### config.mk
export PLATFORM = sky130hd
export DESIGN_NAME = pcsl_limiter
export DESIGN_NICKNAME = d
export VERILOG_FILES = /design/src/verilog/pcsl_pkg.sv /design/src/verilog/pcsl_clamp.sv /design/src/verilog/pcsl_limiter.sv
export SDC_FILE = /design/constraint.sdc
export NUM_CORES = 1
export LEC_CHECK = 0
export BUFFER_PORTS_ARGS = -buffer_cell sky130_fd_sc_hd__buf_2
export CAP_MARGIN = 20
export CORE_MARGIN = 4
export CORE_UTILIZATION = 25
export DETAILED_ROUTE_END_ITERATION = 12
export GPL_ROUTABILITY_DRIVEN = 0
export PLACE_DENSITY = 0.45
export SKIP_CTS_REPAIR_TIMING = 1
export SKIP_LAST_GASP = 1
export SLEW_MARGIN = 20
export SYNTH_ARGS = -nofsm -noshare
export SYNTH_HDL_FRONTEND = slang
export SYNTH_SLANG_ARGS = --single-unit
### constraint.sdc
create_clock -name clk -period 15.6 [get_ports clk]
set_clock_uncertainty 0.2 [all_clocks]
set_input_delay 3.12 -clock clk [delete_from_list [all_inputs] [get_ports clk]]
set_output_delay 3.12 -clock clk [all_outputs]
set_load 0.02 [all_outputs]
### src/verilog/pcsl_pkg.sv
// Functional notes
// - Samples whose magnitude exceeds the channel threshold are clamped to that magnitude.
// - Channel 0 threshold bits 15:8 at 0x91, 7:0 at 0x92, read-write, reset 0xFF.
// - Channel 1 threshold 22:16 in 0x93 low bits, 15:8 0x94, 7:0 0x95, reset zero.
// - Channel 2 threshold 22:16 in 0x96 low bits, 15:8 0x97, 7:0 0x98, reset zero.
// - Channel 3 threshold 22:16 in 0x99 low bits, 15:8 0x9A, 7:0 0x9B, reset zero.
// - Channels 1 to 3 threshold also depends on the shared select bit 7 of 0x90.
//
// Package of constants and carriers for the four-channel sample limiter.
// Assumes a 200 MHz core clock and 24-bit two's complement samples.
package pcsl_pkg;

   localparam int unsigned CH_NUM  = 4;
   localparam int unsigned THR_W   = 23;
   localparam int unsigned SMP_W   = 24;
   localparam int unsigned ADDR_W  = 10;
   localparam int unsigned DATA_W  = 32;
   localparam int unsigned LVL_NUM = 12;
   localparam int unsigned SEL_BIT = 7;

   // Register indices; byte address is four times the index
   localparam logic [7:0] IDX_CH0_HIGH = 8'h90;
   localparam logic [7:0] IDX_CH0_MID  = 8'h91;
   localparam logic [7:0] IDX_CH0_LOW  = 8'h92;
   localparam logic [7:0] IDX_CH1_HIGH = 8'h93;
   localparam logic [7:0] IDX_CH1_MID  = 8'h94;
   localparam logic [7:0] IDX_CH1_LOW  = 8'h95;
   localparam logic [7:0] IDX_CH2_HIGH = 8'h96;
   localparam logic [7:0] IDX_CH2_MID  = 8'h97;
   localparam logic [7:0] IDX_CH2_LOW  = 8'h98;
   localparam logic [7:0] IDX_CH3_HIGH = 8'h99;
   localparam logic [7:0] IDX_CH3_MID  = 8'h9A;
   localparam logic [7:0] IDX_CH3_LOW  = 8'h9B;
   localparam logic [7:0] IDX_CLIP     = 8'h9C;

   localparam logic [7:0] RST_CH0      = 8'hFF;
   localparam logic [7:0] RST_CHN      = 8'h00;
   localparam logic [7:0] MASK_HIGH    = 8'h7F;
   localparam logic [7:0] MASK_FULL    = 8'hFF;

   localparam logic [1:0] RESP_OKAY    = 2'h0;
   localparam logic [1:0] RESP_DECERR  = 2'h3;

   typedef struct packed {
      logic [CH_NUM-1:0][SMP_W-1:0] smp;
   } pcsl_frame_t;

   typedef struct packed {
      logic              read;
      logic              write;
      logic [ADDR_W-1:0] address;
      logic [3:0]        byteenable;
      logic [DATA_W-1:0] writedata;
   } pcsl_av_req_t;

   typedef struct packed {
      logic [DATA_W-1:0] readdata;
      logic [1:0]        response;
      logic              waitrequest;
   } pcsl_av_rsp_t;

endpackage

### src/verilog/pcsl_clamp.sv
// One channel of magnitude clamping, purely combinational.
// Assumes the threshold is an unsigned magnitude one bit narrower than the sample.
`timescale 1ns/1ps
module pcsl_clamp #(
   parameter int unsigned SMP_W = 24,
   parameter int unsigned THR_W = 23
) (
   input  wire logic [SMP_W-1:0] smp_in,
   input  wire logic [THR_W-1:0] thr,
   output logic      [SMP_W-1:0] smp_out,
   output logic                  clipped
);

   // Widened by one bit so that the magnitude of the most negative code fits
   wire logic signed [SMP_W:0] s_ext;
   wire logic signed [SMP_W:0] t_pos;
   wire logic signed [SMP_W:0] t_neg;
   wire logic                  over;
   wire logic                  under;

   assign s_ext   = {smp_in[SMP_W-1], smp_in};
   assign t_pos   = {2'h0, thr};
   assign t_neg   = -t_pos;
   assign over    = s_ext > t_pos;
   assign under   = s_ext < t_neg;
   assign clipped = over | under;
   assign smp_out = over  ? t_pos[SMP_W-1:0] :
                    under ? t_neg[SMP_W-1:0] : smp_in;

endmodule // pcsl_clamp

### src/verilog/pcsl_limiter.sv
// Four-channel sample limiter with Avalon-MM register slave.
// Samples enter as one frame of four channels with valid/ready
// and leave one cycle later from a single output register.
// Assumes the bus master holds a request until waitrequest is low.
`timescale 1ns/1ps
module pcsl_limiter (
   input  wire logic                 clk,
   input  wire logic                 rst_b,
   input  wire pcsl_pkg::pcsl_av_req_t av_req,
   output pcsl_pkg::pcsl_av_rsp_t    av_rsp,
   input  wire logic                 in_valid,
   output logic                      in_ready,
   input  wire pcsl_pkg::pcsl_frame_t in_frame,
   output logic                      out_valid,
   input  wire logic                 out_ready,
   output pcsl_pkg::pcsl_frame_t     out_frame,
   output logic [3:0]                out_clip
);

   localparam int unsigned NCH = pcsl_pkg::CH_NUM;
   localparam int unsigned TW  = pcsl_pkg::THR_W;
   localparam int unsigned SW  = pcsl_pkg::SMP_W;

   // ---------------- Bus decode ----------------
   logic                  ack;
   logic [31:0]           rdata;
   logic                  rd_err;
   logic [7:0]            lvl [pcsl_pkg::LVL_NUM];
   logic [NCH-1:0]        clip_flag;

   wire logic             req;
   wire logic [7:0]       word;
   wire logic             aligned;
   wire logic             lvl_hit;
   wire logic             clip_hit;
   wire logic             any_hit;
   wire logic [7:0]       off;
   wire logic [3:0]       lvl_idx;
   wire logic             wr_fire;
   wire logic             rd_take;
   wire logic [7:0]       lvl_rd;
   wire logic [31:0]      next_rdata;

   assign req      = av_req.read | av_req.write;
   assign word     = av_req.address[9:2];
   assign aligned  = av_req.address[1:0] == 2'h0;
   assign lvl_hit  = aligned &&
                     word >= pcsl_pkg::IDX_CH0_HIGH &&
                     word <= pcsl_pkg::IDX_CH3_LOW;
   assign clip_hit = aligned && word == pcsl_pkg::IDX_CLIP;
   assign any_hit  = lvl_hit | clip_hit;
   assign off      = word - pcsl_pkg::IDX_CH0_HIGH;
   assign lvl_idx  = off[3:0];

   // One wait cycle: the request is answered on the second edge
   assign wr_fire  = av_req.write & ack;
   assign rd_take  = av_req.read & ~ack;

   assign lvl_rd     = lvl_hit ? lvl[lvl_idx] : 8'h00;
   assign next_rdata = clip_hit ? {28'h0000000, clip_flag} :
                                  {24'h000000, lvl_rd};

   assign av_rsp.waitrequest = req & ~ack;
   assign av_rsp.readdata    = rdata;
   assign av_rsp.response    = rd_err ? pcsl_pkg::RESP_DECERR
                                      : pcsl_pkg::RESP_OKAY;

   always_ff @(posedge clk or negedge rst_b) begin
      if (!rst_b) begin
         ack <= 1'b0;
      end else begin
         ack <= req & ~ack;
      end
   end

   // Read data is captured one edge early so it stands during the answer
   always_ff @(posedge clk or negedge rst_b) begin
      if (!rst_b) begin
         rdata  <= 32'h00000000;
         rd_err <= 1'b0;
      end else if (rd_take | (av_req.write & ~ack)) begin
         rdata  <= av_req.read ? next_rdata : 32'h00000000;
         rd_err <= ~any_hit;
      end
   end

   // ---------------- Threshold storage ----------------
   // Byte lane 0 only; other lanes carry nothing and are ignored
   wire logic lane0_wr;
   assign lane0_wr = wr_fire & lvl_hit & av_req.byteenable[0];

   genvar gi;
   generate
      for (gi = 0; gi < pcsl_pkg::LVL_NUM; gi++) begin : g_lvl
         // Channel 0 resets to all ones, the others to zero
         localparam logic [7:0] RST_V =
            (gi < 3) ? pcsl_pkg::RST_CH0 : pcsl_pkg::RST_CHN;
         // Bit 7 of the high bytes of channels 1-3 is reserved
         localparam logic [7:0] WMASK =
            (gi % 3 == 0 && gi != 0) ? pcsl_pkg::MASK_HIGH
                                     : pcsl_pkg::MASK_FULL;
         wire logic sel;
         assign sel = lane0_wr && lvl_idx == 4'(gi);
         always_ff @(posedge clk or negedge rst_b) begin
            if (!rst_b) begin
               lvl[gi] <= RST_V;
            end else if (sel) begin
               lvl[gi] <= av_req.writedata[7:0] & WMASK;
            end
         end
      end
   endgenerate

   // ---------------- Threshold selection ----------------
   logic [TW-1:0]  own_thr [NCH];
   logic [TW-1:0]  eff_thr [NCH];
   wire logic      shared_threshold_select;

   assign shared_threshold_select = lvl[0][pcsl_pkg::SEL_BIT];

   generate
      for (gi = 0; gi < NCH; gi++) begin : g_thr
         assign own_thr[gi] = {lvl[3*gi][6:0],
                               lvl[3*gi+1],
                               lvl[3*gi+2]};
         // Shared mode points every channel at channel 0
         assign eff_thr[gi] = shared_threshold_select ? own_thr[0]
                                                      : own_thr[gi];
      end
   endgenerate

   wire logic [TW-1:0] clamp_threshold_ch0;
   wire logic [TW-1:0] clamp_threshold_ch1;
   wire logic [TW-1:0] clamp_threshold_ch2;
   wire logic [TW-1:0] clamp_threshold_ch3;
   assign clamp_threshold_ch0 = eff_thr[0];
   assign clamp_threshold_ch1 = eff_thr[1];
   assign clamp_threshold_ch2 = eff_thr[2];
   assign clamp_threshold_ch3 = eff_thr[3];

   // ---------------- Sample path ----------------
   pcsl_pkg::pcsl_frame_t clamped;
   logic [NCH-1:0]        clip_now;
   wire logic             in_fire;
   wire logic             out_fire;

   generate
      for (gi = 0; gi < NCH; gi++) begin : g_ch
         pcsl_clamp #(
            .SMP_W (SW),
            .THR_W (TW)
         ) u_clamp (
            .smp_in  (in_frame.smp[gi]),
            .thr     (eff_thr[gi]),
            .smp_out (clamped.smp[gi]),
            .clipped (clip_now[gi])
         );
      end
   endgenerate

   // A stalled output holds its frame; the input then stalls too
   assign in_ready = ~out_valid | out_ready;
   assign in_fire  = in_valid & in_ready;
   assign out_fire = out_valid & out_ready;

   always_ff @(posedge clk or negedge rst_b) begin
      if (!rst_b) begin
         out_valid <= 1'b0;
      end else if (in_ready) begin
         out_valid <= in_valid;
      end
   end

   always_ff @(posedge clk or negedge rst_b) begin
      if (!rst_b) begin
         out_frame <= '0;
         out_clip  <= 4'h0;
      end else if (in_fire) begin
         out_frame <= clamped;
         out_clip  <= clip_now;
      end
   end

   // ---------------- Clip status ----------------
   // Write one to clear; a clip in the same cycle wins over the clear
   wire logic [NCH-1:0] clip_clr;
   wire logic [NCH-1:0] clip_set;
   wire logic [NCH-1:0] next_clip_flag;

   assign clip_clr = (wr_fire & clip_hit & av_req.byteenable[0])
                     ? av_req.writedata[NCH-1:0] : 4'h0;
   assign clip_set = out_fire ? out_clip : 4'h0;
   assign next_clip_flag = (clip_flag & ~clip_clr) | clip_set;

   always_ff @(posedge clk or negedge rst_b) begin
      if (!rst_b) begin
         clip_flag <= 4'h0;
      end else begin
         clip_flag <= next_clip_flag;
      end
   end

   // ---------------- Checks ----------------
   wire logic signed [SW:0] s0;
   wire logic signed [SW:0] s1;
   wire logic signed [SW:0] t0;
   wire logic signed [SW:0] t1;
   assign s0 = {in_frame.smp[0][SW-1], in_frame.smp[0]};
   assign s1 = {in_frame.smp[1][SW-1], in_frame.smp[1]};
   assign t0 = {2'h0, eff_thr[0]};
   assign t1 = {2'h0, eff_thr[1]};

   // Signed copies so the shared-mode check compares magnitudes, not raw codes
   wire logic signed [SW:0] s3;
   wire logic signed [SW:0] t_sh;
   assign s3   = {in_frame.smp[3][SW-1], in_frame.smp[3]};
   assign t_sh = {2'h0, own_thr[0]};

   clamp_high_a: assert property (
      @(posedge clk) disable iff (!rst_b)
      in_fire && s0 > t0
      |=> out_valid && out_frame.smp[0] == {1'b0, $past(eff_thr[0])}
          && out_clip[0])
      else $error("positive overshoot not clamped to threshold");

   clamp_low_a: assert property (
      @(posedge clk) disable iff (!rst_b)
      in_fire && s1 < -t1
      |=> out_frame.smp[1] == SW'(-{2'h0, $past(eff_thr[1])}))
      else $error("negative overshoot not clamped to threshold");

   clamp_pass_a: assert property (
      @(posedge clk) disable iff (!rst_b)
      in_fire && s0 <= t0 && s0 >= -t0
      |=> out_frame.smp[0] == $past(in_frame.smp[0]) && !out_clip[0])
      else $error("in-range sample altered");

   ch0_write_a: assert property (
      @(posedge clk) disable iff (!rst_b)
      wr_fire && word == pcsl_pkg::IDX_CH0_MID && aligned
         && av_req.byteenable[0]
      |=> lvl[1] == $past(av_req.writedata[7:0])
          && own_thr[0][15:8] == $past(av_req.writedata[7:0]))
      else $error("channel 0 middle byte not written");

   ch1_reserved_a: assert property (
      @(posedge clk) disable iff (!rst_b)
      wr_fire && aligned && word == pcsl_pkg::IDX_CH1_HIGH && av_req.byteenable[0]
      |=> lvl[3] == {1'b0, $past(av_req.writedata[6:0])}
          && own_thr[1][22:16] == $past(av_req.writedata[6:0]))
      else $error("channel 1 high byte or reserved bit wrong");

   ch2_readback_a: assert property (
      @(posedge clk) disable iff (!rst_b)
      rd_take && aligned && word == pcsl_pkg::IDX_CH2_HIGH
      |=> av_rsp.readdata == {25'h0, $past(lvl[6][6:0])}
          && !av_rsp.waitrequest)
      else $error("channel 2 high byte readback wrong");

   ch3_low_a: assert property (
      @(posedge clk) disable iff (!rst_b)
      wr_fire && aligned && word == pcsl_pkg::IDX_CH3_LOW && av_req.byteenable[0]
      |=> lvl[11] == $past(av_req.writedata[7:0])
          && own_thr[3][7:0] == $past(av_req.writedata[7:0]) && !lvl[9][7])
      else $error("channel 3 low byte not written");

   shared_on_a: assert property (
      @(posedge clk) disable iff (!rst_b)
      shared_threshold_select
      |-> eff_thr[1] == own_thr[0] && eff_thr[2] == own_thr[0]
          && eff_thr[3] == own_thr[0])
      else $error("shared threshold not applied");

   shared_off_a: assert property (
      @(posedge clk) disable iff (!rst_b)
      !shared_threshold_select
      |-> eff_thr[1] == own_thr[1] && eff_thr[2] == own_thr[2]
          && eff_thr[3] == own_thr[3])
      else $error("own threshold not applied");

   bus_answer_a: assert property (
      @(posedge clk) disable iff (!rst_b)
      req && !ack |=> !av_rsp.waitrequest || !req)
      else $error("bus answer later than one wait cycle");

   clip_sticky_a: assert property (
      @(posedge clk) disable iff (!rst_b)
      out_fire && out_clip[2] |=> clip_flag[2])
      else $error("clip flag lost");

   ch0_low_a: assert property (
      @(posedge clk) disable iff (!rst_b)
      wr_fire && aligned && word == pcsl_pkg::IDX_CH0_LOW && av_req.byteenable[0]
      |=> own_thr[0][7:0] == $past(av_req.writedata[7:0]))
      else $error("channel 0 low byte not written");

   ch1_low_a: assert property (
      @(posedge clk) disable iff (!rst_b)
      wr_fire && aligned && word == pcsl_pkg::IDX_CH1_LOW && av_req.byteenable[0]
      |=> own_thr[1][7:0] == $past(av_req.writedata[7:0]))
      else $error("channel 1 low byte not written");

   ch2_high_a: assert property (
      @(posedge clk) disable iff (!rst_b)
      wr_fire && aligned && word == pcsl_pkg::IDX_CH2_HIGH && av_req.byteenable[0]
      |=> own_thr[2][22:16] == $past(av_req.writedata[6:0]) && !lvl[6][7])
      else $error("channel 2 high byte or reserved bit wrong");

   // Checked on the edge that first sees reset released, before any write
   reset_level_a: assert property (
      @(posedge clk)
      $rose(rst_b)
      |-> lvl[1] == pcsl_pkg::RST_CH0 && lvl[2] == pcsl_pkg::RST_CH0
          && lvl[4] == pcsl_pkg::RST_CHN && lvl[8] == pcsl_pkg::RST_CHN
          && lvl[10] == pcsl_pkg::RST_CHN)
      else $error("threshold byte reset value wrong");

   resp_okay_a: assert property (
      @(posedge clk) disable iff (!rst_b)
      req && !ack && any_hit |=> av_rsp.response == pcsl_pkg::RESP_OKAY)
      else $error("mapped access answered with an error");

   resp_err_a: assert property (
      @(posedge clk) disable iff (!rst_b)
      req && !ack && !any_hit
      |=> av_rsp.response == pcsl_pkg::RESP_DECERR && av_rsp.readdata == 32'h00000000)
      else $error("unmapped access not refused");

   // A stalled output neither takes a frame nor changes what it shows
   stall_hold_a: assert property (
      @(posedge clk) disable iff (!rst_b)
      out_valid && !out_ready
      |-> !in_ready ##1 (out_valid && $stable(out_frame) && $stable(out_clip)))
      else $error("stalled output frame not held");

   frame_answer_a: assert property (
      @(posedge clk) disable iff (!rst_b)
      in_fire |=> out_valid)
      else $error("accepted frame not offered next cycle");

   clip_clear_a: assert property (
      @(posedge clk) disable iff (!rst_b)
      wr_fire && clip_hit && av_req.byteenable[0] && !out_fire
      |=> (clip_flag & $past(av_req.writedata[NCH-1:0])) == 4'h0)
      else $error("clip flag not cleared by write");

   // Writes to other lanes, to status or to holes must leave thresholds alone
   lvl_keep_a: assert property (
      @(posedge clk) disable iff (!rst_b)
      wr_fire && !lane0_wr
      |=> $stable(own_thr[0]) && $stable(own_thr[1]) && $stable(own_thr[2])
          && $stable(own_thr[3]) && $stable(shared_threshold_select))
      else $error("ignored write changed a threshold");

   shared_clamp_a: assert property (
      @(posedge clk) disable iff (!rst_b)
      in_fire && shared_threshold_select && s3 > t_sh
      |=> out_frame.smp[3] == {1'b0, $past(own_thr[0])} && out_clip[3])
      else $error("shared threshold not used on channel 3");

endmodule // pcsl_limiter

==> results.sh, run 1 <==
export IMPL_post_route_period_util=0.522
export IMPL_status="completed"
export IMPL_syn_inst=2020
export IMPL_syn_avg_cell_area_um2=8.92
export IMPL_grt_first_pass_wirelength_um=109000
export IMPL_die_y_um=276
export IMPL_tns_ns=0
export IMPL_cts_root_buffer="clkbuf_16"
export IMPL_postLayoutCellArea_um2=21000
export IMPL_rows=98
export IMPL_cp_cell_sequence="buf_4 -> mux2i_1 -> ha_1 -> o211ai_1 -> or4_1 -> a211o_1 -> or2_1 -> nor3_1 -> xnor2_1 -> ha_1 -> a21o_1 -> a21oi_1 -> o21bai_1 -> a2111o_1 -> o32a_1 -> mux2i_4 -> buf_4 -> mux2_2 -> a221o_1"
export IMPL_antenna_cells=0
export IMPL_hold_viol=0
export IMPL_cap_violations=0
export IMPL_power_density_nw_per_um2=79.6
export IMPL_rsz0062_at_grt="no"
export IMPL_grt_usage=0.184
export IMPL_total_power_w=0.00167
export IMPL_cp_max_fo=61
export IMPL_place_inst=3111
export IMPL_worst_setup_path_start_kind="flop"
export IMPL_drtIter0Drc=1143
export IMPL_numCtsBuffers=29
export IMPL_cts_tree="done"
export IMPL_cp_arrival_ns=8.43
export IMPL_via_per_inst=5.22
export IMPL_drc=0
export IMPL_grt_overflow_total=0
export IMPL_maxSlewViolCount=0
export IMPL_ir_worst_vdd_uv=68.3
export IMPL_cts_num_sinks=208
export IMPL_hold_class="flop to flop"
export IMPL_max_freq_ghz=0.123
export IMPL_clk_latency_ns=0.61
export IMPL_pwr_share_seq=0.366
export IMPL_clkTransAtPathRegs_ns=0.06
export IMPL_ant_nets=0
export IMPL_dpl_hpwl_um=55800
export IMPL_wl_um=73000
export IMPL_p_comb_frac=0.212
export IMPL_synth_area_um2=18000
export IMPL_ios=285
export IMPL_h_tree_depth=1
export IMPL_wire_per_inst_um=23.1
export IMPL_area_delta_synth_final_pct=16.6
export IMPL_clkPwrFrac=0.422
export IMPL_crit_required_ns=15.89
export IMPL_synthArstFlopShare=1.00
export IMPL_final_cells=3165
export IMPL_drive_above_1_share=0.209
export IMPL_ys_seq_area_frac=0.291
export IMPL_grt_max_degree=117
export IMPL_end_kind="flop"
export IMPL_cts_path_max_buffers=3
export IMPL_period_needed_ns=8.14
export IMPL_critPathMaxStageDelay_ns=1.06
export IMPL_coreArea_um2=71500
export IMPL_cp_slowest_cell="dfstp_4"
export IMPL_die_area_um2=76400
export IMPL_p_leak_nw=9.47
export IMPL_first_pass_iters=7
export IMPL_yosys_register_bits=208
export IMPL_port_buffers=233
export IMPL_antenna_found_initial=3
export IMPL_ys_warn_count=0
export IMPL_placed_area_um2=20000
export IMPL_p_sw_w=0.000552
export IMPL_synth_edf_count=0
export IMPL_finalSetupViolCount=0
export IMPL_dr_total_vias=16500
export IMPL_chipWidth_um=276
export IMPL_path_class="flop to flop"
export IMPL_worst_path_buf_inv=2
export IMPL_ys_flop_type="dfrtp_1"
export IMPL_nets=2526
export IMPL_grt_pass1_vias=16700
export IMPL_p_int_w=0.00112
export IMPL_ys_types=92
export IMPL_max_slew_margin=0.211
export IMPL_fin_hold_ws_ns=0.274
export IMPL_initial_core_util=0.252
export IMPL_cpLargestDelayFamily="compound AO/OA/AOI/OAI gates"
export IMPL_tightest_slew_ns=1.15
export IMPL_swShare=0.330
cell usage in the layout (no fill, tap or decap), types with 20 or more instances in the layout:
master / instances
a211oi_1: 20
a21o_1: 43
a21oi_1: 117
buf_2: 232
buf_4: 21
clkbuf_16: 31
conb_1: 24
dfrtp_1: 184
dfstp_2: 23
ha_1: 186
inv_1: 87
mux2_2: 77
mux2i_1: 91
mux4_2: 21
nand2_1: 186
nand3_1: 61
nand4_1: 33
nor2_1: 127
nor2b_1: 24
nor3_1: 46
o211ai_1: 30
o21ai_0: 119
o22ai_1: 33
xnor2_1: 69
final timing paths:
path / slack (ns) / cells after the start / from / endpoint
worst max-delay path: 7.46 / 19 / lvl[95] / out_frame[29]
worst min-delay path: 0.27 / 2 / rdata[0] / rdata[0]
worst max register to register: 7.46 / 19 / lvl[95] / out_frame[29]
worst min register to register: 0.27 / 2 / rdata[0] / rdata[0]
max in group asynchronous: 11.30 / 2 / rst_b / lvl[48]
min in group asynchronous: 2.38 / 1 / rst_b / out_frame[23]
layout make-up:
cell class	instances	area, µm²
clock buffer	43	901
tap	950	1190
clock inverter	11	104
timing repair buffer	254	1330
fill	7587	50500
inverter	89	334
multi-input combinational	1610	11900
sequential	208	5240
cell families after synthesis:
family | count (synthesis) | share of synthesized area
compound gates | 520 | 0.189
xor+xnor | 85 | 0.0437
fa+ha+maj | 187 | 0.130
buf+inv | 225 | 0.0560
flops | 208 | 0.291
mux | 195 | 0.129
other cells | 1 | 0.000208
simple gates | 599 | 0.162
worst register-to-register path, delay by kind of cell, from the launching register on:
family	cells	cell delay, ns
compound gates	8	2.06
mux	3	1.60
simple gates	3	1.19
buf+inv	2	1.13
flops	1	1.06
fa+ha+maj	2	0.63
xor+xnor	1	0.17
Yosys cell counts (43+ instances only):
cell type,instances,area [µm²]
o21ai_0,120,601
nand3_1,61,305
nor3_1,46,230
inv_1,87,327
clkbuf_1,77,289
ha_1,186,2330
a21oi_1,117,586
dfrtp_1,184,4600
xnor2_1,69,604
mux2i_1,91,911
a21o_1,43,323
mux2_2,77,867
nor2_1,129,484
nand2_1,187,702
registers in the layout (all words and copies together), names as in the netlist:
register / cells
lvl: 70
out_valid: 1
ack: 1
clip_flag: 4
out_clip: 4
rdata: 8
out_frame: 96
clamp_threshold_ch0: 23
rd_err: 1
power groups by stage:
stage	Clock, W	Sequential (W)	Combinational (W)
final	0.000706	0.000613	0.000354
after global routing	0.000750	0.000618	0.000390
after CTS	0.000730	0.000614	0.000360
after detailed placement	0	0.000623	0.000358
after global placement	0	0.000622	0.000355
after floorplan	0	0.000662	0.000166
through the flow:
step / utilization / setup WS [ns]
after CTS: 0.294 / 7.49
after global routing: 0.294 / 7.02
final: 0.294 / 7.46
after global placement: 0.280 / 7.58
after floorplan: - / 8.39
after detailed placement: 0.280 / 7.50
routing by layer:
layer  GRT usage  vias up  wire length, µm
li1            -     7797                -
met5           0        -               21
met1       0.238     8191            31900
met2       0.322      436            35900
met4      0.0512        4             1960
met3      0.0238       83             3270
Note: power is estimated with default switching activity, not from simulation.
==> run 2, diff against run 1 <==
ABC_AREA = 1   (was not set)
clock period = 7.8 ns   (was 15.6 ns; I/O delays follow)
==> run 2 against run 1 <==
Maximum frequency grew 44%. Hold slack got worse by 0.0056 ns. Routed wire length decreased by 1.9%. First-iteration DRC count rose by 17%. Critical endpoint is now out_frame[32]. Largest power group unchanged.
==> results.sh, run 2 <==
export IMPL_status="completed"
export IMPL_grt_max_degree=117
export IMPL_chipWidth_um=277
export IMPL_tns_ns=0
export IMPL_drive_above_1_share=0.126
export IMPL_grt_first_pass_wirelength_um=110000
export IMPL_synth_area_um2=18100
export IMPL_coreArea_um2=71600
export IMPL_final_common_cell="nand2_1"
export IMPL_h_tree_depth=1
export IMPL_hold_viol=0
export IMPL_initial_core_util=0.253
export IMPL_crit_required_ns=8.08
export IMPL_min_to="out_frame[57]"
export IMPL_finalSetupViolCount=0
export IMPL_drc=0
export IMPL_rsz0062_at_grt="no"
export IMPL_die_y_um=277
export IMPL_port_buffers=233
export IMPL_clkTransAtPathRegs_ns=0.06
export IMPL_yosys_top_cells_area="dfrtp_1, nand2_1, ha_1"
export IMPL_maxSlewViolCount=0
export IMPL_ant_nets=0
export IMPL_antenna_found_initial=6
export IMPL_syn_inst=2653
export IMPL_total_power_w=0.00401
export IMPL_final_cell_mix="nand2_1, inv_1, o21ai_0"
export IMPL_wl_um=71600
export IMPL_synth_edf_count=0
export IMPL_cts_tree="done"
export IMPL_cts_path_max_buffers=3
export IMPL_r2r_end="out_frame[32]"
export IMPL_post_route_period_util=0.726
export IMPL_reg2reg_depth=24
export IMPL_grt_usage=0.181
export IMPL_via_per_inst=4.73
export IMPL_ys_warn_count=0
export IMPL_regMostFlops="out_frame"
export IMPL_first_pass_iters=5
export IMPL_synth_top_area_frac=0.254
export IMPL_cts_num_sinks=208
export IMPL_die_area_um2=76800
export IMPL_period_needed_ns=5.66
export IMPL_drtIter0Drc=1336
export IMPL_rows=98
export IMPL_grt_overflow_total=0
export IMPL_grt_pass1_vias=17600
export IMPL_end_kind="flop"
export IMPL_dr_total_vias=18000
export IMPL_power_density_nw_per_um2=190
export IMPL_hp_start="out_frame[57]"
export IMPL_yosys_register_bits=208
export IMPL_r2r_slack_ns=2.14
export IMPL_max_freq_ghz=0.177
export IMPL_clk_latency_ns=0.60
export IMPL_ys_seq_area_frac=0.289
export IMPL_final_cells=3808
export IMPL_tightest_slew_ns=0.999
export IMPL_syn_avg_cell_area_um2=6.82
export IMPL_cap_violations=0
export IMPL_ys_flop_type="dfrtp_1"
export IMPL_r2r_start="lvl[95]"
export IMPL_largest_reg_flops=96
export IMPL_dpl_hpwl_um=55000
export IMPL_area_delta_synth_final_pct=16.4
export IMPL_cp_max_fo=35
export IMPL_path_class="flop to flop"
export IMPL_synth_top_cells_by_count="nand2_1, inv_1, o21ai_0, ha_1, dfrtp_1"
export IMPL_ys_types=50
export IMPL_place_inst=3750
export IMPL_max_slew_margin=0.327
export IMPL_ir_worst_vdd_uv=170
export IMPL_worst_setup_path_start_kind="flop"
export IMPL_nets=3166
export IMPL_hold_class="flop to flop"
export IMPL_holdPathStages=2
export IMPL_ios=285
export IMPL_cts_root_buffer="clkbuf_16"
export IMPL_synthArstFlopShare=1.00
export IMPL_synth_most_common_cell="nand2_1"
export IMPL_wire_per_inst_um=18.8
export IMPL_p_leak_nw=11.2
export IMPL_numCtsBuffers=30
export IMPL_synth_largest_area_cell="dfrtp_1"
export IMPL_cp_arrival_ns=5.94
[run 2: per-layer routing]
| layer | GRT usage | vias up | share of wire |
|---|---|---|---|
| met3 | 0.0226 | 82 | 0.050 |
| li1 | - | 9074 | - |
| met5 | 0 | - | 0.00011 |
| met4 | 0.0414 | 2 | 0.022 |
| met2 | 0.310 | 443 | 0.47 |
| met1 | 0.244 | 8404 | 0.45 |
[run 2: logic make-up (layout without fill, tap and decap cells)]
kind of cell	Yosys count	count (layout)	share of synthesized area
AO/OA/AOI/OAI	510	510	0.160
XOR/XNOR	65	65	0.0315
adder cells (fa/ha/maj)	186	186	0.129
buffers and inverters	509	689	0.116
flip-flops	208	208	0.289
other	1	26	0.000207
AND/OR/NAND/NOR	1174	1174	0.274
[run 2: critical path, stage by stage, from the launching register on]
cell and delay, ns:
dfstp_2 0.38, buf_4 0.25, nand2_1 0.11, inv_1 0.16, a21oi_2 0.34, ha_1 0.23, nand2_1 0.11, nor4_1 0.43
nand2_1 0.17, nor4_1 0.51, nand4_1 0.35, nor3_1 0.24, ha_1 0.32, nand2_1 0.08, inv_1 0.05, a221oi_1 0.35
inv_1 0.07, nor2_1 0.11, nand3_1 0.12, nand2_2 0.15, nand2_2 0.36, nand2_1 0.16, nand3_1 0.08, nand2_1 0.14
nand2_1 0.06
[run 2: final cells by class]
type,count,area [µm²]
antenna,2,5.00
sequential,208,5240
multi-input combinational,1959,10900
inverter,387,1460
timing repair buffer,246,1290
clock buffer,39,805
tap,950,1190
fill,8042,50500
clock inverter,17,236
[run 2: report_power, final]
group | total (W) | switching [W] | internal, W
combinational | 0.00130 | 0.000893 | 0.000407
sequential | 0.00125 | 0.0000704 | 0.00118
clock | 0.00146 | 0.000572 | 0.000892
total | 0.00401 | 0.00153 | 0.00248
[run 2: per-stage QoR]
stage | setup WS [ns] | hold slack [ns] | util | instance area, µm²
global placement | 2.20 | 0.261 | 0.280 | 20000
finish | 2.14 | 0.269 | 0.294 | 21100
detailed placement | 2.21 | 0.260 | 0.280 | 20000
global route | 1.64 | 0.292 | 0.294 | 21100
floorplan | 3.53 | 0.253 | - | 18200
CTS | 2.20 | 0.278 | 0.294 | 21100
[run 2: worst max path at each step]
stage	from	slack [ns]	endpoint
after global placement	lvl[95]	2.20	out_frame[32]
final	lvl[95]	2.14	out_frame[32]
after global routing	lvl[95]	1.64	out_frame[30]
after CTS	lvl[95]	2.20	out_frame[32]
after floorplan	lvl[95]	3.53	out_frame[34]
after detailed placement	lvl[95]	2.21	out_frame[32]
